**config.mk**
```make
export PLATFORM = sky130hd
export DESIGN_NAME = pmg_top
export DESIGN_NICKNAME = d
export VERILOG_FILES = /design/src/rtl/pmg_pkg.sv /design/src/rtl/pmg_fuse_row.sv /design/src/rtl/pmg_mode_ctrl.sv /design/src/rtl/pmg_top.sv
export SDC_FILE = /design/constraint.sdc
export NUM_CORES = 1
export LEC_CHECK = 0
export BUFFER_PORTS_ARGS = -buffer_cell sky130_fd_sc_hd__buf_4
export CAP_MARGIN = 0
export CORE_ASPECT_RATIO = 1.75
export CORE_MARGIN = 4
export CORE_UTILIZATION = 24
export DETAILED_ROUTE_END_ITERATION = 12
export PLACE_DENSITY = 0.41
export RECOVER_POWER = 100
export SETUP_SLACK_MARGIN = 0.15
export SLEW_MARGIN = 30
export SYNTH_ARGS = -nofsm -noshare
export SYNTH_HDL_FRONTEND = slang
export SYNTH_SLANG_ARGS = --single-unit
```
**constraint.sdc**
```tcl
create_clock -name CORE_CLK -period 3.7 [get_ports CORE_CLK]
set_input_delay 0 -clock CORE_CLK [delete_from_list [all_inputs] [get_ports CORE_CLK]]
set_output_delay 0 -clock CORE_CLK [all_outputs]
set_load 0.005 [all_outputs]
```
**src/rtl/pmg_pkg.sv**
```systemverilog
// privileged mode and fuse row guard: shared constants, types and carriers
// assumes a single core clock domain and a 32-bit ahb-lite register bus
package pmg_pkg;

   // ------------------------------------------------------------
   // register map (byte offsets, low address bits only)
   // ------------------------------------------------------------
   localparam int          ADDR_W           = 10;
   localparam logic [9:0]  OFS_MODE_STATUS  = 10'h000;
   localparam logic [9:0]  OFS_START_STATUS = 10'h004;
   localparam logic [9:0]  OFS_ROW_CTRL     = 10'h008;
   localparam logic [9:0]  OFS_GUARD_STATUS = 10'h00C;
   localparam logic [9:0]  OFS_ROW_BASE     = 10'h100;
   localparam logic [9:0]  OFS_ID_BASE      = 10'h200;

   // ------------------------------------------------------------
   // fuse row layout (byte indices within the 128-byte row)
   // ------------------------------------------------------------
   localparam int          ROW_BYTES   = 128;
   localparam int          ID_BYTES    = 32;
   localparam logic [6:0]  WP_FIRST    = 7'h20;
   localparam logic [6:0]  WO_FIRST    = 7'h30;
   localparam logic [6:0]  SEC_FIRST   = 7'h50;
   localparam logic [6:0]  CTL_BYTE    = 7'h50;
   localparam logic [6:0]  CFG_BYTE    = 7'h51;
   localparam logic [6:0]  SECCFG_BYTE = 7'h52;
   localparam int          CTL_WP_BIT  = 0;
   localparam int          CTL_CD_BIT  = 1;
   localparam int          CFG_FEAT_BIT = 0;
   localparam int          CFG_DELIV_BIT = 1;

   // ------------------------------------------------------------
   // timing and reset values
   // ------------------------------------------------------------
   localparam logic [2:0]  BOOT_CYCLES   = 3'h4;
   localparam logic [31:0] RESET_RDATA   = 32'h0000_0000;
   localparam logic [1:0]  RESET_SYNC    = 2'h0;

   typedef enum logic [2:0]
   {
      PMG_MODE_BOOT        = 3'b000,
      PMG_MODE_TEST        = 3'b001,
      PMG_MODE_SYSTEM      = 3'b010,
      PMG_MODE_USER        = 3'b011,
      PMG_MODE_CONTACTLESS = 3'b100,
      PMG_MODE_HALTED      = 3'b101
   } pmg_mode_e;

   typedef enum logic [1:0]
   {
      PMG_PH_BOOT    = 2'b00,
      PMG_PH_TEST    = 2'b01,
      PMG_PH_APP     = 2'b10,
      PMG_PH_REFUSED = 2'b11
   } pmg_phase_e;

   typedef struct packed
   {
      logic       wp_lock;
      logic       card_dis;
      logic       card_feat;
      logic       delivered;
      logic [7:0] sec_cfg;
   } pmg_fuse_cfg_s;

   typedef struct packed
   {
      logic       super_mode_bit;
      logic       system_mode_bit;
      pmg_mode_e  mode;
      logic       boot_done;
      logic       start_refused;
   } pmg_mode_s;

   typedef struct packed
   {
      logic        wr;
      logic        id_sel;
      logic [4:0]  word;
      logic [31:0] wdata;
      logic        wp_set;
      logic        cd_set;
   } pmg_acc_s;

endpackage

```
**src/rtl/pmg_fuse_row.sv**
```systemverilog
// protected fuse row and unprotected factory identity area storage
// assumes one word access per cycle from the bus slave; contents are not reset
`timescale 1ns/1ps
`default_nettype none
module pmg_fuse_row
(
   // clock
   input  wire logic                   clk,
   // access
   input  wire pmg_pkg::pmg_acc_s      acc,
   input  wire logic                   test_mode,
   input  wire logic                   rd_id,
   input  wire logic [4:0]             rd_word,
   output logic [31:0]                 rd_data,
   // decoded fuse configuration
   output pmg_pkg::pmg_fuse_cfg_s      cfg,
   output logic                        wr_refused
);
   import pmg_pkg::*;

   // non-volatile contents survive the system reset
   logic [7:0] row_mem [ROW_BYTES] = '{default: 8'h00};
   logic [7:0] id_mem  [ID_BYTES]  = '{default: 8'h00};

   function automatic logic [7:0] guard_byte(input logic [6:0] idx, input logic [7:0] old,
                                             input logic [7:0] nw, input logic tst,
                                             input logic wp);
      if (tst)
         return nw;
      else if (idx < WP_FIRST)
         return old;
      else if (idx < WO_FIRST)
         return wp ? old : nw;
      else if (idx < SEC_FIRST)
         return old | nw;
      else
         return old;
   endfunction

   always_comb
   begin
      cfg.wp_lock   = row_mem[CTL_BYTE][CTL_WP_BIT];
      cfg.card_dis  = row_mem[CTL_BYTE][CTL_CD_BIT];
      cfg.card_feat = row_mem[CFG_BYTE][CFG_FEAT_BIT];
      cfg.delivered = row_mem[CFG_BYTE][CFG_DELIV_BIT];
      cfg.sec_cfg   = row_mem[SECCFG_BYTE];
      wr_refused    = 1'b0;
      for (int l = 0; l < 4; l++)
      begin
         if (acc.wr && !acc.id_sel &&
             guard_byte({acc.word, 2'(l)}, row_mem[{acc.word, 2'(l)}], acc.wdata[8*l +: 8],
                        test_mode, cfg.wp_lock) != acc.wdata[8*l +: 8])
            wr_refused = 1'b1;
      end
      for (int l = 0; l < 4; l++)
      begin
         rd_data[8*l +: 8] = rd_id ? id_mem[{rd_word[2:0], 2'(l)}] : row_mem[{rd_word, 2'(l)}];
      end
   end

   always_ff @(posedge clk)
   begin
      for (int l = 0; l < 4; l++)
      begin
         if (acc.wr && acc.id_sel)
            id_mem[{acc.word[2:0], 2'(l)}] <= acc.wdata[8*l +: 8];
         else if (acc.wr)
            row_mem[{acc.word, 2'(l)}] <= guard_byte({acc.word, 2'(l)}, row_mem[{acc.word, 2'(l)}],
                                                     acc.wdata[8*l +: 8], test_mode, cfg.wp_lock);
      end
      if (acc.wp_set)
         row_mem[CTL_BYTE][CTL_WP_BIT] <= 1'b1;
      if (acc.cd_set && cfg.card_feat)
         row_mem[CTL_BYTE][CTL_CD_BIT] <= 1'b1;
   end
endmodule
`default_nettype wire

```
**src/rtl/pmg_mode_ctrl.sv**
```systemverilog
// privileged mode sequencer: boot, test, application start and mode bits
// assumes test_avail already synchronised and fuse config stable at boot
`timescale 1ns/1ps
`default_nettype none
module pmg_mode_ctrl
(
   // clock and reset
   input  wire logic                   clk,
   input  wire logic                   rst_n,
   // start-up inputs
   input  wire logic                   test_avail,
   input  wire pmg_pkg::pmg_fuse_cfg_s cfg,
   // software clear of the mode bits and cpu events
   input  wire logic                   sw_wr,
   input  wire logic [1:0]             sw_keep,
   input  wire logic                   svec_call,
   input  wire logic                   cvec_call,
   input  wire logic                   exc_entry,
   // state
   output pmg_pkg::pmg_mode_s          st
);
   import pmg_pkg::*;

   typedef struct packed
   {
      pmg_phase_e phase;
      logic [2:0] cnt;
      logic       ssm;
      logic       sm;
   } pmg_mc_s;

   pmg_mc_s s;
   pmg_mc_s next_s;

   always_comb
   begin
      next_s = s;
      case (s.phase)
         PMG_PH_BOOT:
         begin
            // wait for the pin synchroniser to settle before deciding
            next_s.cnt = s.cnt + 3'h1;
            if (s.cnt == BOOT_CYCLES - 3'h1)
            begin
               if (test_avail && !cfg.delivered)
               begin
                  next_s.phase = PMG_PH_TEST;
                  next_s.ssm   = 1'b1;
                  next_s.sm    = 1'b0;
               end
               else if (cfg.card_feat && cfg.card_dis)
               begin
                  next_s.phase = PMG_PH_REFUSED;
                  next_s.ssm   = 1'b0;
                  next_s.sm    = 1'b0;
               end
               else
               begin
                  next_s.phase = PMG_PH_APP;
                  next_s.ssm   = 1'b0;
                  next_s.sm    = 1'b1;
               end
            end
         end
         PMG_PH_TEST, PMG_PH_APP:
         begin
            // no path leads back to boot; only a reset does that
            if (sw_wr)
            begin
               next_s.ssm = s.ssm & sw_keep[0];
               next_s.sm  = s.sm & sw_keep[1];
            end
            // hardware sets are applied last so they win over a clear
            if (cvec_call && s.phase == PMG_PH_APP)
            begin
               next_s.ssm = 1'b1;
            end
            if ((svec_call && !s.ssm && !s.sm) || exc_entry)
            begin
               next_s.sm = 1'b1;
            end
         end
         PMG_PH_REFUSED:
         begin
            next_s.ssm = 1'b0;
            next_s.sm  = 1'b0;
         end
         default:
         begin
            next_s.phase = PMG_PH_BOOT;
         end
      endcase
   end

   always_ff @(posedge clk)
   begin
      if (!rst_n)
      begin
         s <= '{phase: PMG_PH_BOOT, cnt: 3'h0, ssm: 1'b1, sm: 1'b0};
      end
      else
      begin
         s <= next_s;
      end
   end

   always_comb
   begin
      st.super_mode_bit  = s.ssm;
      st.system_mode_bit = s.sm;
      st.boot_done       = (s.phase != PMG_PH_BOOT);
      st.start_refused   = (s.phase == PMG_PH_REFUSED);
      if (s.phase == PMG_PH_BOOT)
         st.mode = PMG_MODE_BOOT;
      else if (s.phase == PMG_PH_REFUSED)
         st.mode = PMG_MODE_HALTED;
      else if (s.ssm)
         st.mode = (s.phase == PMG_PH_TEST) ? PMG_MODE_TEST : PMG_MODE_CONTACTLESS;
      else if (s.sm)
         st.mode = PMG_MODE_SYSTEM;
      else
         st.mode = PMG_MODE_USER;
   end
endmodule
`default_nettype wire

```
**src/rtl/pmg_top.sv**
```systemverilog
// privileged mode and fuse row guard, top level with ahb-lite register slave
// assumes a single ahb-lite master on CORE_CLK, word transfers, one slave on the bus
//
// Functional notes
// - every reset starts in the hidden boot mode before any user program.
// - boot moves to test mode when hardware reports factory test available.
// - without factory test, boot moves to system mode and starts the application.
// - boot may go to test mode or to contactless protocol mode; here boot goes to test, system or halted mode only.
// - test or contactless mode can never return to boot mode.
// - after delivery, test mode can never be selected again.
// - boot mode exists only during start-up after a reset.
// - after start-up outside test, a set super bit means contactless mode only.
// - top 128 bytes of non-volatile memory form a protected row outside application space.
// - a 32-byte area is readable but never writable by application software.
// - a 16-byte area is writable until software locks it, then refused.
// - a 32-byte area lets each bit be set once and never cleared.
// - with card disable in use and set, every later application start is refused.
// - security fuses cannot be changed by any application software access.
// - factory identity area lies outside the row and has no access protection.
// - mode status word holds super and system bits; both clear is user mode.
// - software writes to the two mode bits can only clear them.
//
// The register offsets and register access over AHB-Lite are this design's own decisions.
`timescale 1ns/1ps
`default_nettype none
module pmg_top
(
   // clock and reset
   input  wire logic        CORE_CLK,
   input  wire logic        RESETN,
   // ahb-lite slave
   input  wire logic        HSEL,
   input  wire logic [31:0] HADDR,
   input  wire logic [1:0]  HTRANS,
   input  wire logic        HWRITE,
   input  wire logic [2:0]  HSIZE,
   input  wire logic [31:0] HWDATA,
   input  wire logic        HREADY,
   output logic [31:0]      HRDATA,
   output logic             HREADYOUT,
   output logic             HRESP,
   // factory test strap from a pin
   input  wire logic        TEST_AVAIL,
   // cpu mode events
   input  wire logic        SVEC_CALL,
   input  wire logic        CVEC_CALL,
   input  wire logic        EXC_ENTRY,
   // mode and start-up results
   output pmg_pkg::pmg_mode_e MODE,
   output logic             SUPER_MODE_BIT,
   output logic             SYSTEM_MODE_BIT,
   output logic             APP_RUN,
   output logic             TEST_RUN,
   output logic             START_REFUSED,
   output logic [7:0]       SEC_CFG
);
   import pmg_pkg::*;

   // ------------------------------------------------------------
   // state
   // ------------------------------------------------------------
   typedef struct packed
   {
      logic [1:0]        tsync;
      logic              dph;
      logic              dph_wr;
      logic              dph_word;
      logic [ADDR_W-1:0] dph_addr;
      logic              rd_wait;
      logic [31:0]       rdata;
      logic              refused;
      pmg_mode_e         mode;
      logic              ssm;
      logic              sm;
      logic              app_run;
      logic              test_run;
      logic              start_refused;
      logic [7:0]        sec_cfg;
   } pmg_top_s;

   pmg_top_s      s;
   pmg_top_s      next_s;
   pmg_acc_s      acc;
   pmg_fuse_cfg_s cfg;
   pmg_mode_s     mst;
   logic [31:0]   mem_rdata;
   logic          mem_refused;
   logic          take;
   logic          row_hit;
   logic          id_hit;
   logic          mode_wr;
   logic [ADDR_W-1:0] a_addr;

   // ------------------------------------------------------------
   // submodules
   // ------------------------------------------------------------
   pmg_mode_ctrl u_mode
   (
      .clk        (CORE_CLK),
      .rst_n      (RESETN),
      .test_avail (s.tsync[1]),
      .cfg        (cfg),
      .sw_wr      (mode_wr),
      .sw_keep    (HWDATA[1:0]),
      .svec_call  (SVEC_CALL),
      .cvec_call  (CVEC_CALL),
      .exc_entry  (EXC_ENTRY),
      .st         (mst)
   );

   pmg_fuse_row u_row
   (
      .clk        (CORE_CLK),
      .acc        (acc),
      .test_mode  (mst.mode == PMG_MODE_TEST),
      .rd_id      (s.dph_addr >= OFS_ID_BASE),
      .rd_word    (s.dph_addr[6:2]),
      .rd_data    (mem_rdata),
      .cfg        (cfg),
      .wr_refused (mem_refused)
   );

   // ------------------------------------------------------------
   // bus decode
   // ------------------------------------------------------------
   // only whole words are served; narrower writes are ignored
   always_comb
   begin
      a_addr  = HADDR[ADDR_W-1:0];
      take    = HSEL && HTRANS[1] && HREADY;
      row_hit = s.dph_word && (s.dph_addr >= OFS_ROW_BASE) &&
                (s.dph_addr < OFS_ROW_BASE + 10'(ROW_BYTES));
      id_hit  = s.dph_word && (s.dph_addr >= OFS_ID_BASE) &&
                (s.dph_addr < OFS_ID_BASE + 10'(ID_BYTES));
      mode_wr = s.dph && s.dph_wr && s.dph_word && (s.dph_addr == OFS_MODE_STATUS);

      acc.wr     = s.dph && s.dph_wr && (row_hit || id_hit);
      acc.id_sel = id_hit;
      acc.word   = s.dph_addr[6:2];
      acc.wdata  = HWDATA;
      acc.wp_set = s.dph && s.dph_wr && s.dph_word && (s.dph_addr == OFS_ROW_CTRL) &&
                   HWDATA[CTL_WP_BIT];
      acc.cd_set = s.dph && s.dph_wr && s.dph_word && (s.dph_addr == OFS_ROW_CTRL) &&
                   HWDATA[CTL_CD_BIT];
   end

   // ------------------------------------------------------------
   // next state
   // ------------------------------------------------------------
   always_comb
   begin
      next_s = s;

      // strap synchroniser; the first stage feeds only the second
      next_s.tsync = {s.tsync[0], TEST_AVAIL};

      // reads take one wait state so that a write just before has landed
      next_s.rd_wait = 1'b0;
      if (s.dph && !s.dph_wr && !s.rd_wait)
      begin
         next_s.rd_wait = 1'b1;
         next_s.rdata   = RESET_RDATA;
         if (!s.dph_word)
            next_s.rdata = RESET_RDATA;
         else if (s.dph_addr == OFS_MODE_STATUS)
            next_s.rdata = {25'h0, mst.mode, 2'h0, mst.system_mode_bit, mst.super_mode_bit};
         else if (s.dph_addr == OFS_START_STATUS)
            next_s.rdata = {26'h0, mst.start_refused, cfg.card_dis, cfg.card_feat,
                            cfg.delivered, s.tsync[1], mst.boot_done};
         else if (s.dph_addr == OFS_ROW_CTRL)
            next_s.rdata = {30'h0, cfg.card_dis, cfg.wp_lock};
         else if (s.dph_addr == OFS_GUARD_STATUS)
            next_s.rdata = {31'h0, s.refused};
         else if (row_hit || id_hit)
            next_s.rdata = mem_rdata;
      end

      // address phase capture; a read keeps the data phase open one more cycle
      if (s.dph && !s.dph_wr && !s.rd_wait)
      begin
         next_s.dph = 1'b1;
      end
      else
      begin
         next_s.dph      = take;
         next_s.dph_wr   = HWRITE;
         next_s.dph_word = (HSIZE == 3'h2) && (a_addr[1:0] == 2'h0);
         next_s.dph_addr = a_addr;
      end

      // sticky refused-write flag: a new refusal wins over the clear
      if (s.dph && s.dph_wr && s.dph_word && (s.dph_addr == OFS_GUARD_STATUS) && HWDATA[0])
         next_s.refused = 1'b0;
      if (acc.wr && mem_refused)
         next_s.refused = 1'b1;

      // registered views of the mode sequencer
      next_s.mode          = mst.mode;
      next_s.ssm           = mst.super_mode_bit;
      next_s.sm            = mst.system_mode_bit;
      next_s.app_run       = mst.boot_done && !mst.start_refused &&
                             (mst.mode != PMG_MODE_TEST);
      next_s.test_run      = (mst.mode == PMG_MODE_TEST);
      next_s.start_refused = mst.start_refused;
      next_s.sec_cfg       = cfg.sec_cfg;
   end

   always_ff @(posedge CORE_CLK)
   begin
      if (!RESETN)
      begin
         s <= '{tsync: RESET_SYNC, dph: 1'b0, dph_wr: 1'b0, dph_word: 1'b0,
                dph_addr: '0, rd_wait: 1'b0, rdata: RESET_RDATA, refused: 1'b0,
                mode: PMG_MODE_BOOT, ssm: 1'b1, sm: 1'b0, app_run: 1'b0,
                test_run: 1'b0, start_refused: 1'b0, sec_cfg: 8'h00};
      end
      else
      begin
         s <= next_s;
      end
   end

   // ------------------------------------------------------------
   // outputs
   // ------------------------------------------------------------
   always_comb
   begin
      HREADYOUT       = !(s.dph && !s.dph_wr && !s.rd_wait);
      HRESP           = 1'b0;
      HRDATA          = s.rdata;
      MODE            = s.mode;
      SUPER_MODE_BIT  = s.ssm;
      SYSTEM_MODE_BIT = s.sm;
      APP_RUN         = s.app_run;
      TEST_RUN        = s.test_run;
      START_REFUSED   = s.start_refused;
      SEC_CFG         = s.sec_cfg;
   end
endmodule
`default_nettype wire

```
==> metrics.yaml, run 1 <==
placed_design:
  io_buffers: 103
  dp_slack_ps: 39.72
  placed_cells: 5926
  gp_congestion: 0.8313
  place_hpwl_um: 115100
  place_area_um2: 60330
grt:
  grt_overflow: 0
  grt_start_max_net_pins: 52
  grt_pass1_vias: 30110
  antenna_found_initial: 2
  grt_pass1_wl_um: 247900
  grt_usage_pct: 15.06
outcome:
  violations: "max-capacitance violations, max-slew violations"
  status: "complete, but fails checks"
route:
  drt-initial-drc-count: 2198
  wire_per_inst_um: 28.75
  via_per_inst: 4.622
  ant_nets: 0
  vias: 28680
  drt-total-wl_um: 178400
  drcViolationCount: 0
  drt_first_pass_iters: 6
layout:
  final_nets: 3302
  syn_to_final_growth_pct: 18.75
  fillers: 22200
  finish.cell_count_without_fillers: 6206
  fin_area_um2: 63980
  drive_above_1_share_pct: 24.44
  fin_util_pct: 28.70
yosys:
  synthesis.nets: 2937
  ys_warn_count: 0
  synth_edf_count: 1278
  synth_area_um2: 53880
  ys_ff_latch: 1357
  synth_ff_type: "edfxtp_1"
  synth.distinct_cells: 80
  async_flop_share_pct: 0
  yosysSeqAreaShare_pct: 74.16
  postSynthCellCount: 2853
  synth.avg_cell_area_um2: 18.89
critical_path:
  cp-end-kind: "register"
  reg2reg_depth: 5
  required_ps: 4060
  crit_path_max_incr_delay_ps: 800
  cp_data_arrival_time_ps: 3840
  cp_cell_sequence: "nor4b_1, clkbuf_1, nand2_1, nor2_2, clkbuf_2"
  path_class: "register to register"
  crit_path_top_delay_cell: "nor2_2"
  rrSetupSlack_ps: 220
  start_kind: "register"
  crit_path_max_fanout: 19
clocking:
  cts_buffers: 118
  insertion_delay_ps: 740
  htree_levels: 3
  clk_pin_slew_ps: 70
  root_buffer: "clkbuf_16"
  cts_setup_buffers: 0
  clockBufferDepth: 3
  clock-sinks: 1357
  cts_tree: "done"
hold_path:
  hp-class: "input port to register"
  hold_depth: 4
timing:
  tightestPinTransition_ps: 1696
  fin_skew_ps: 25.93
  maxSlewHeadroom_pct: -13.21
  fin_crit_sh_pct: 94.18
  finalHoldViolations: 0
  setup_violations: 0
  fmax_mhz: 287.0
  setup_slack_ps: 215.2
  finalWorstPathRequiredPeriod_ps: 3485
  timing.hold.ws_ps: 86.83
  maxSlewViolCount: 132
  fin_tns_setup_ps: 0
  rsz0062_at_grt: "no"
die:
  start_util_pct: 24.17
  die_area_um2: 232400
  die_h_um: 634.8
  design.core.area_um2: 222900
  ios: 128
  std_cell_rows: 229
  die_w_um: 366.2
power:
  power_mw: 33.52
  ir_worst_vdd_uv: 364.9
  p_leak_nw: 19.93
  power.density_nw_per_um2: 523.9
job:
  cap_violations: 4
==> report_power, final <==
part | switching (mW) | total [mW] | internal [mW]
combinational | 2.14 | 3.27 | 1.13
sequential | 0.0822 | 17.4 | 17.3
clock | 5.79 | 12.8 | 7.05
==> timing repair <==
action	CTS	global route
hold buffers	59	0
endpoints found under the setup margin	33	33
resized for setup	2	3
endpoints found under the hold margin	774	0
cloned	0	0
==> per-layer routing <==
metal / track usage, % / up-vias / wire length [um]
met1: 17.25 / 15530 / 69010
met2: 29.27 / 664 / 98690
met4: 4.785 / 2 / 5612
li1: - / 12280 / -
met3: 1.440 / 208 / 5073
met5: 0 / - / 13
==> final cells by class <==
type / count / area (um2) / share of cell area (%)
Inverter: 36 / 135.1 / 0.2112
Tap cell: 2887 / 3612 / 5.646
Antenna cell: 1 / 2.502 / 0.003911
Clock inverter: 67 / 700.7 / 1.095
Sequential cell: 1357 / 39980 / 62.48
Multi-Input combinational cell: 1265 / 12620 / 19.73
Timing Repair Buffer: 440 / 3711 / 5.800
Clock buffer: 153 / 3219 / 5.032
==> worst max-delay path: cells and delay by family, from the launching register on <==
| kind | cells | cell delay, ps |
|---|---|---|
| DFF | 1 | 470 |
| buffers and inverters | 2 | 990 |
| and+or+nand+nor | 3 | 1600 |
==> cells by family after synthesis <==
logic type	share of synthesized area (%)
other cells	0.006960
buf+inv	2.935
flops	74.16
simple gates	3.525
xor+xnor	0.01626
compound gates	4.893
mux	14.32
fa+ha+maj	0.1393
==> synth_stat cells, drive strengths merged (34+ instances only) <==
master,count,area share [%]
clkbuf,48,0.33
edfxtp,1278,71
nor2,155,1.1
a22oi,54,0.76
inv,34,0.24
o21ai,81,0.75
a221oi,51,0.88
mux2,35,0.73
a21oi,68,0.63
mux4,240,10
mux2i,184,3.4
nand2,138,0.96
buf,147,2.4
dfxtp,79,2.9
==> state kept, by name, indices dropped and copies added (netlist names), named ones only <==
| register | cells |
|---|---|
| u_row.row_mem | 1024 |
| u_row.id_mem | 256 |
| HRDATA | 32 |
| s | 11 |
| SEC_CFG | 8 |
| acc | 5 |
| u_mode.s | 5 |
| MODE | 3 |
| u_mode.st | 2 |
| APP_RUN | 1 |
| START_REFUSED | 1 |
| SUPER_MODE_BIT | 1 |
| SYSTEM_MODE_BIT | 1 |
| TEST_RUN | 1 |
| next_s | 1 |
==> path summary, 6_finish.rpt <==
kind | from | to
min | HADDR[7] | s[57]$_SDFFE_PN0N_
max reg2reg | s[59]$_SDFFE_PN0N_ | u_row.row_mem[38][1]$_DFFE_PP_
max | s[59]$_SDFFE_PN0N_ | u_row.row_mem[38][1]$_DFFE_PP_
min reg2reg | HRDATA[30]$_SDFFE_PN0P_ | HRDATA[30]$_SDFFE_PN0P_
==> placed cells by master (no fill, tap or decap), types with 10 or more instances in the layout <==
| cell type | n |
|---|---|
| inv_1 | 32 |
| clkinv_1 | 19 |
| bufinv_16 | 13 |
| buf_4 | 155 |
| nand3_1 | 24 |
| clkbuf_4 | 53 |
| clkbuf_1 | 106 |
| and2_1 | 12 |
| dlygate4sd3_1 | 59 |
| buf_12 | 52 |
| clkinvlp_4 | 10 |
| mux4_2 | 220 |
| nor2_1 | 121 |
| mux2i_1 | 184 |
| a22oi_1 | 53 |
| a21oi_1 | 62 |
| clkbuf_2 | 31 |
| o211ai_1 | 16 |
| o21ai_0 | 73 |
| nor2_2 | 13 |
| nand4_1 | 11 |
| mux4_1 | 20 |
| clkinv_2 | 21 |
| o22ai_1 | 28 |
| nor2_4 | 21 |
| a221oi_1 | 46 |
| nand2_1 | 138 |
| edfxtp_1 | 1278 |
| clkbuf_16 | 122 |
| dfxtp_1 | 73 |
| mux2_2 | 34 |
No activity file was read; power rests on OpenSTA's default activity.
==> run 2, diff against run 1 <==
--- a/config.mk
+++ b/config.mk
@@ -5,7 +5,8 @@
 export SDC_FILE = /design/constraint.sdc
 export NUM_CORES = 1
 export LEC_CHECK = 0
-export BUFFER_PORTS_ARGS = -buffer_cell sky130_fd_sc_hd__buf_4
+export ABC_AREA = 1
+export BUFFER_PORTS_ARGS = -buffer_cell sky130_fd_sc_hd__buf_2
 export CAP_MARGIN = 0
 export CORE_ASPECT_RATIO = 1.75
 export CORE_MARGIN = 4
==> run 2 against run 1 <==
  * The flow still finishes with violations (max-capacitance violations, max-slew violations)
  * Wire length grew 15%
  * Largest power group unchanged
  * Total power grew 1.0%
  * Core utilization down 0.72 points
  * Clock skew rose by 29 ps
  * Combinational power rose by 15%
  * Maximum frequency shrank 1.5%
  * Die area increased by 4.3%
  * Area after synthesis up 4.3%
  * Largest cell class unchanged
  * Worst hold slack worse by 25 ps
  * Non-clock buffer count decreased by 79
  * Sequential share of layout area decreased by 1.1 points
  * Via count increased by 34%
==> metrics.yaml, run 2 <==
critical_path:
  crit_path_max_fanout: 32  # was 19
  reg2reg_depth: 8  # was 5
  cp_data_arrival_time_ps: 3850  # was 3840 ps
  cp-end-kind: "register"  # unchanged
  path_class: "register to register"  # unchanged
  rrSetupSlack_ps: 160  # was 220 ps
  required_ps: 4020  # was 4060 ps
  start_kind: "register"  # unchanged
yosys:
  synthesis.nets: 5032  # was 2937
  yosysTopAreaCell: "edfxtp_1"  # unchanged
  synthTopCellsByCount: "nand2_1, edfxtp_1, nand3_1"  # was edfxtp_1, mux4_2, mux2i_1
  synth.avg_cell_area_um2: 11.36  # was 18.89 um2
  yosysMostFrequentCell: "nand2_1"  # was edfxtp_1
  ys_warn_count: 0  # unchanged
  ys_ff_latch: 1357  # unchanged
  synth_ff_type: "edfxtp_1"  # unchanged
  postSynthCellCount: 4948  # was 2853
  yosysSeqAreaShare_pct: 71.07  # was 74.16%
  synth_top_cell_area_share_pct: 68.26  # was 71.23%
  synth_area_um2: 56220  # was 53880 um2
  async_flop_share_pct: 0  # unchanged
  yosys-top-cells-area: "edfxtp_1, nand2_1, nand3_1"  # was edfxtp_1, mux4_2, mux2i_1
  synth.distinct_cells: 42  # was 80
  synth_edf_count: 1278  # unchanged
timing:
  setup_violations: 0  # unchanged
  finalWorstPathRequiredPeriod_ps: 3537  # was 3485 ps
  fmax_mhz: 282.7  # was 287.0 MHz
  tightestPinTransition_ps: 2037  # was 1696 ps
  finalHoldViolations: 0  # unchanged
  fin_skew_ps: 54.98  # was 25.93 ps
  maxSlewHeadroom_pct: -35.78  # was -13.21%
  rsz0062_at_grt: "no"  # unchanged
  fin_tns_setup_ps: 0  # unchanged
  maxSlewViolCount: 184  # was 132
  fin_crit_sh_pct: 95.60  # was 94.18%
grt:
  antenna_found_initial: 5  # was 2
  grt_pass1_vias: 37990  # was 30110
  grt_start_max_net_pins: 107  # was 52
  grt_overflow: 0  # unchanged
  grt_usage_pct: 16.35  # was 15.06%
  grt_pass1_wl_um: 288600  # was 247900 um
outcome:
  status: "complete, but fails checks"  # unchanged
  violations: "max-capacitance violations, max-slew violations"  # unchanged
power:
  power.density_nw_per_um2: 520.0  # was 523.9 nW/um2
  p_leak_nw: 22.59  # was 19.93 nW
  ir_worst_vdd_uv: 396.0  # was 364.9 uV
clocking:
  clockBufferDepth: 3  # unchanged
  insertion_delay_ps: 750  # was 740 ps
  clock-sinks: 1357  # unchanged
  cts_buffers: 119  # was 118
  htree_levels: 3  # unchanged
  cts_tree: "done"  # unchanged
  root_buffer: "clkbuf_16"  # unchanged
  clk_pin_slew_ps: 80  # was 70 ps
layout:
  drive_above_1_share_pct: 8.509  # was 24.44%
  syn_to_final_growth_pct: 15.86  # was 18.75%
  largest_register_ffs: 1024  # unchanged
  layout_commonest_cell: "nand2_1"  # was edfxtp_1
  fin_area_um2: 65140  # was 63980 um2
  final_nets: 5149  # was 3302
  regMostFlops: "u_row.row_mem"  # unchanged
  most-common-layout-cells: "nand2_1, edfxtp_1, nand3_1"  # was edfxtp_1, mux4_2, mux2i_1
route:
  vias: 38520  # was 28680
  drt_first_pass_iters: 6  # unchanged
  drcViolationCount: 0  # unchanged
  drt-total-wl_um: 204300  # was 178400 um
  ant_nets: 0  # unchanged
  drt-initial-drc-count: 2939  # was 2198
  wire_per_inst_um: 24.79  # was 28.75 um
  via_per_inst: 4.674  # was 4.622
die:
  die_area_um2: 242400  # was 232400 um2
  design.core.area_um2: 232800  # was 222900 um2
  std_cell_rows: 234  # was 229
  start_util_pct: 24.15  # was 24.17%
  die_h_um: 648.3  # was 634.8 um
  ios: 128  # unchanged
  die_w_um: 373.9  # was 366.2 um
job:
  cap_violations: 6  # was 4
hold_path:
  hp-class: "input port to register"  # unchanged
  hold_depth: 4  # unchanged
placed_design:
  place_hpwl_um: 116200  # was 115100 um
  io_buffers: 103  # unchanged
  place_area_um2: 61590  # was 60330 um2
  gp_congestion: 0.8281  # was 0.8313
-- run 2: final timing paths --
kind | startpoint | endpoint
setup / recovery | s[60]$_SDFFE_PN0N_ | u_row.row_mem[38][7]$_DFFE_PP_
setup reg to reg | s[60]$_SDFFE_PN0N_ | u_row.row_mem[38][7]$_DFFE_PP_
hold reg to reg | next_s[64]$_SDFF_PN0_ | s[64]$_SDFF_PN0_
hold / removal | HWRITE | s[61]$_SDFFE_PN0N_
-- run 2: critical path, stage by stage (launching register included) --
cell	delay [ps]
dfxtp_1	350
inv_1	80
nor4_1	410
inv_1	80
nor2_1	390
nand3_1	170
buf_4	250
nor2_4	80
clkbuf_2	1180
-- run 2: cell type report --
| type | instances | area (um2) |
|---|---|---|
| timing repair buffer | 361 | 2773 |
| clock buffer | 160 | 3307 |
| tap | 3068 | 3839 |
| sequential | 1357 | 39970 |
| fill | 24200 | 167600 |
| multi-input combinational | 3128 | 14270 |
| inverter | 98 | 391.6 |
| antenna | 2 | 5.005 |
| clock inverter | 67 | 574.3 |
-- run 2: power breakdown --
group / total, mW / switching, mW / leakage, nW / internal, mW
clock: 12.6 / 5.84 / 1.91 / 6.78
combinational: 3.77 / 2.87 / 8.57 / 0.904
sequential: 17.5 / 0.0615 / 12.1 / 17.4
-- run 2: cell families (layout without fill, tap and decap cells) --
kind of cell               after synthesis  in the layout  share of synthesized area (%)
other                                    1              3                       0.006670
DFF                                   1357           1357                          71.07
and+or+nand+nor                       2725           2725                          20.37
xor gates and xnor gates                 1              1                        0.01558
AOI/OAI and AO/OA                      395            395                          4.476
adders and majority gates                6              6                         0.1335
buffers and inverters                  463            686                          3.928
-- run 2: routing by layer --
layer / routed length, um / vias up / GRT usage [%] / part of all wire, %
met2: 108900 / 857 / 30.90 / 53
met4: 8542 / 0 / 6.195 / 4.2
met5: 0 / - / 0 / 0
met3: 6511 / 291 / 1.547 / 3.2
li1: - / 17720 / - / -
met1: 80300 / 19650 / 18.98 / 39
-- run 2: per-stage QoR --
step           hold slack, ps  util [%]  setup slack, ps  cells  power [mW]
3_5_place_dp            219.4     26.46            337.8   7954       21.65
6_report                61.98     27.98            162.9   8241       33.87
5_1_grt                 100.8     27.98            87.53   8241       35.15
2_1_floorplan           97.63         -            344.6   4948       19.92
3_3_place_gp            212.8     26.46            341.9   7954       21.62
4_1_cts                 36.48     28.38            332.3   8239       34.35
-- run 2: what timing repair did --
action	4_1_cts	5_1_grt
setup buffers	0	0
endpoints found under the hold margin	285	0
setup endpoints to repair	0	1
gates resized for setup	0	1
hold buffers	58	0
==> run 3, diff against run 2 <==
--- a/config.mk
+++ b/config.mk
@@ -9,7 +9,7 @@
 export BUFFER_PORTS_ARGS = -buffer_cell sky130_fd_sc_hd__buf_2
 export CAP_MARGIN = 0
 export CORE_ASPECT_RATIO = 1.75
-export CORE_MARGIN = 4
+export CORE_MARGIN = 3
 export CORE_UTILIZATION = 24
 export DETAILED_ROUTE_END_ITERATION = 12
 export PLACE_DENSITY = 0.41
==> run 3 against run 2 <==
  * The run still ends with max-capacitance violations, max-slew violations left
  * Count of clock-buffer cells in the layout fell by 2
  * Clock power about the same
  * Final cell count about the same
  * Wire length decreased by 0.22%
  * Sequential power hardly changed
  * Sequential share of layout area is 0.24 points lower
  * Register-to-register slack gained 130 ps
  * Clock skew fell by 24 ps
==> metrics.yaml, run 3 (synthesis results as in run 2) <==
outcome:
  status: "complete, but fails checks"  # unchanged
  violations: "max-capacitance violations, max-slew violations"  # unchanged
clocking:
  cts_buffers: 119  # unchanged
  root_buffer: "clkbuf_16"  # unchanged
  insertion_delay_ps: 750  # about the same
  clock-sinks: 1357  # unchanged
  htree_levels: 3  # unchanged
  clockBufferDepth: 3  # unchanged
  clk_pin_slew_ps: 70  # was 80 ps
  cts_tree: "done"  # unchanged
  cts_resized: 0  # unchanged
  cts_setup_buffers: 0  # unchanged
hold_path:
  hold_end: "s[50]$_SDFFE_PN0N_"  # was s[61]$_SDFFE_PN0N_
  hold_depth: 4  # unchanged
  hp-class: "input port to register"  # unchanged
  hp-start: "HADDR[0]"  # was HWRITE
timing:
  rsz0062_at_grt: "no"  # unchanged
  setup_violations: 0  # unchanged
  maxSlewViolCount: 18  # was 184
  finalHoldViolations: 0  # unchanged
  fin_tns_setup_ps: 0  # unchanged
  timing.hold.ws_ps: 118.0  # was 61.98 ps
  finalWorstPathRequiredPeriod_ps: 3408  # was 3537 ps
  tightestPinTransition_ps: 1511  # was 2037 ps
  fin_crit_sh_pct: 92.10  # was 95.60%
  fin_skew_ps: 31.25  # was 54.98 ps
  fmax_mhz: 293.5  # was 282.7 MHz
  maxSlewHeadroom_pct: -0.7659  # was -35.78%
critical_path:
  required_ps: 4080  # was 4020 ps
  cp_data_arrival_time_ps: 3790  # was 3850 ps
  path_class: "register to register"  # unchanged
  rrSetupSlack_ps: 290  # was 160 ps
  r2r_end: "u_row.row_mem[38][2]$_DFFE_PP_"  # was u_row.row_mem[38][7]$_DFFE_PP_
  start_kind: "register"  # unchanged
  cp-end-kind: "register"  # unchanged
  reg2reg_from: "s[60]$_SDFFE_PN0N_"  # unchanged
  crit_path_max_fanout: 8  # was 32
  reg2reg_depth: 8  # unchanged
layout:
  fin_util_pct: 28.13  # was 27.98%
  most-common-layout-cells: "nand2_1, edfxtp_1, nand3_1"  # unchanged
  drive_above_1_share_pct: 8.562  # was 8.509%
  fillers: 24180  # was 24200
  syn_to_final_growth_pct: 16.30  # was 15.86%
  largest_register_ffs: 1024  # unchanged
  regMostFlops: "u_row.row_mem"  # unchanged
  layout_commonest_cell: "nand2_1"  # unchanged
  final_nets: 5164  # was 5149
die:
  design.core.area_um2: 232500  # was 232800 um2
  die_w_um: 371.9  # was 373.9 um
  start_util_pct: 24.18  # was 24.15%
  std_cell_rows: 234  # unchanged
  die_h_um: 646.3  # was 648.3 um
  ios: 128  # unchanged
  die_area_um2: 240300  # was 242400 um2
placed_design:
  io_buffers: 103  # unchanged
  gp_congestion: 0.8113  # was 0.8281
  place_hpwl_um: 118400  # was 116200 um
route:
  wire_per_inst_um: 24.72  # was 24.79 um
  ant_nets: 0  # unchanged
  drt-initial-drc-count: 3004  # was 2939
  vias: 38700  # was 38520
  drt-total-wl_um: 203800  # was 204300 um
  via_per_inst: 4.695  # was 4.674
  drcViolationCount: 0  # unchanged
  drt_first_pass_iters: 6  # unchanged
job:
  cap_violations: 1  # was 6
grt:
  antenna_found_initial: 4  # was 5
  grt_start_max_net_pins: 99  # was 107
  grt_pass1_vias: 37980  # was 37990
  grt_pass1_wl_um: 289200  # was 288600 um
  grt_usage_pct: 16.63  # was 16.35%
  grt_overflow: 0  # unchanged
power:
  power_mw: 33.81  # was 33.87 mW
  ir_worst_vdd_uv: 371.4  # was 396.0 uV
  p_leak_nw: 22.70  # was 22.59 nW
  power.density_nw_per_um2: 517.1  # was 520.0 nW/um2
==> run 3: timing repair <==
item                       4_1_cts  5_1_grt
hold buffers                    57        0
setup endpoints to repair        0        0
hold endpoints to repair       307        0
==> run 3: worst max path at each step <==
stage / startpoint / to / slack (ps) / depth (start not counted)
after floorplan: u_mode.s[5]$_SDFFE_PN0P_ / u_row.row_mem[101][0]$_DFFE_PP_ / 340 / 10
after global placement: register / s[16]$_SDFFE_PN0P_ / 470 / 22
after detailed placement: register / s[16]$_SDFFE_PN0P_ / 500 / 22
after CTS: register / s[16]$_SDFFE_PN0P_ / 480 / 19
after global routing: s[60]$_SDFFE_PN0N_ / u_row.row_mem[37][5]$_DFFE_PP_ / 160 / 8
final: s[60]$_SDFFE_PN0N_ / u_row.row_mem[38][2]$_DFFE_PP_ / 290 / 8
==> run 3: power breakdown <==
part | internal, mW | switching [mW] | leakage, nW
sequential | 17.4 | 0.0511 | 12.1
combinational | 0.925 | 2.87 | 8.72
clock | 6.67 | 5.87 | 1.87
total | 25.0 | 8.79 | 22.7
==> run 3: metal layers <==
metal	global-route usage, %	share of wire, %	vias up
li1	-	-	17740
met4	5.817	3.9	2
met2	31.17	53	926
met5	0	0.0064	-
met3	1.700	3.7	279
met1	19.45	39	19760
==> run 3: critical path, stage by stage, from the launching register on <==
cell and delay [ps]:
dfxtp_1 350, inv_1 80, nor4_1 500, inv_1 80
nor2_1 290, nand3_1 120, buf_4 190, nor2_2 880
clkbuf_2 530
==> run 3: area by class of cell <==
cell class	count	area, um2	share of cell area, %
antenna	2	5.005	0.007654
clock buffer	158	3332	5.096
clock inverter	57	454.2	0.6946
inverter	98	391.6	0.5990
multi-input combinational	3128	14240	21.78
sequential	1357	39970	61.13
tap	3068	3839	5.871
timing repair buffer	376	3147	4.813
==> run 3: stage by stage <==
step           std cells  setup slack [ps]  area, um2
2_1_floorplan       4948             344.6      56220
3_3_place_gp        7970             469.3      61750
4_1_cts             8242             478.2      66120
5_1_grt             8243             155.6      65380
3_5_place_dp        7970             503.7      61760
6_report            8244             292.4      65380
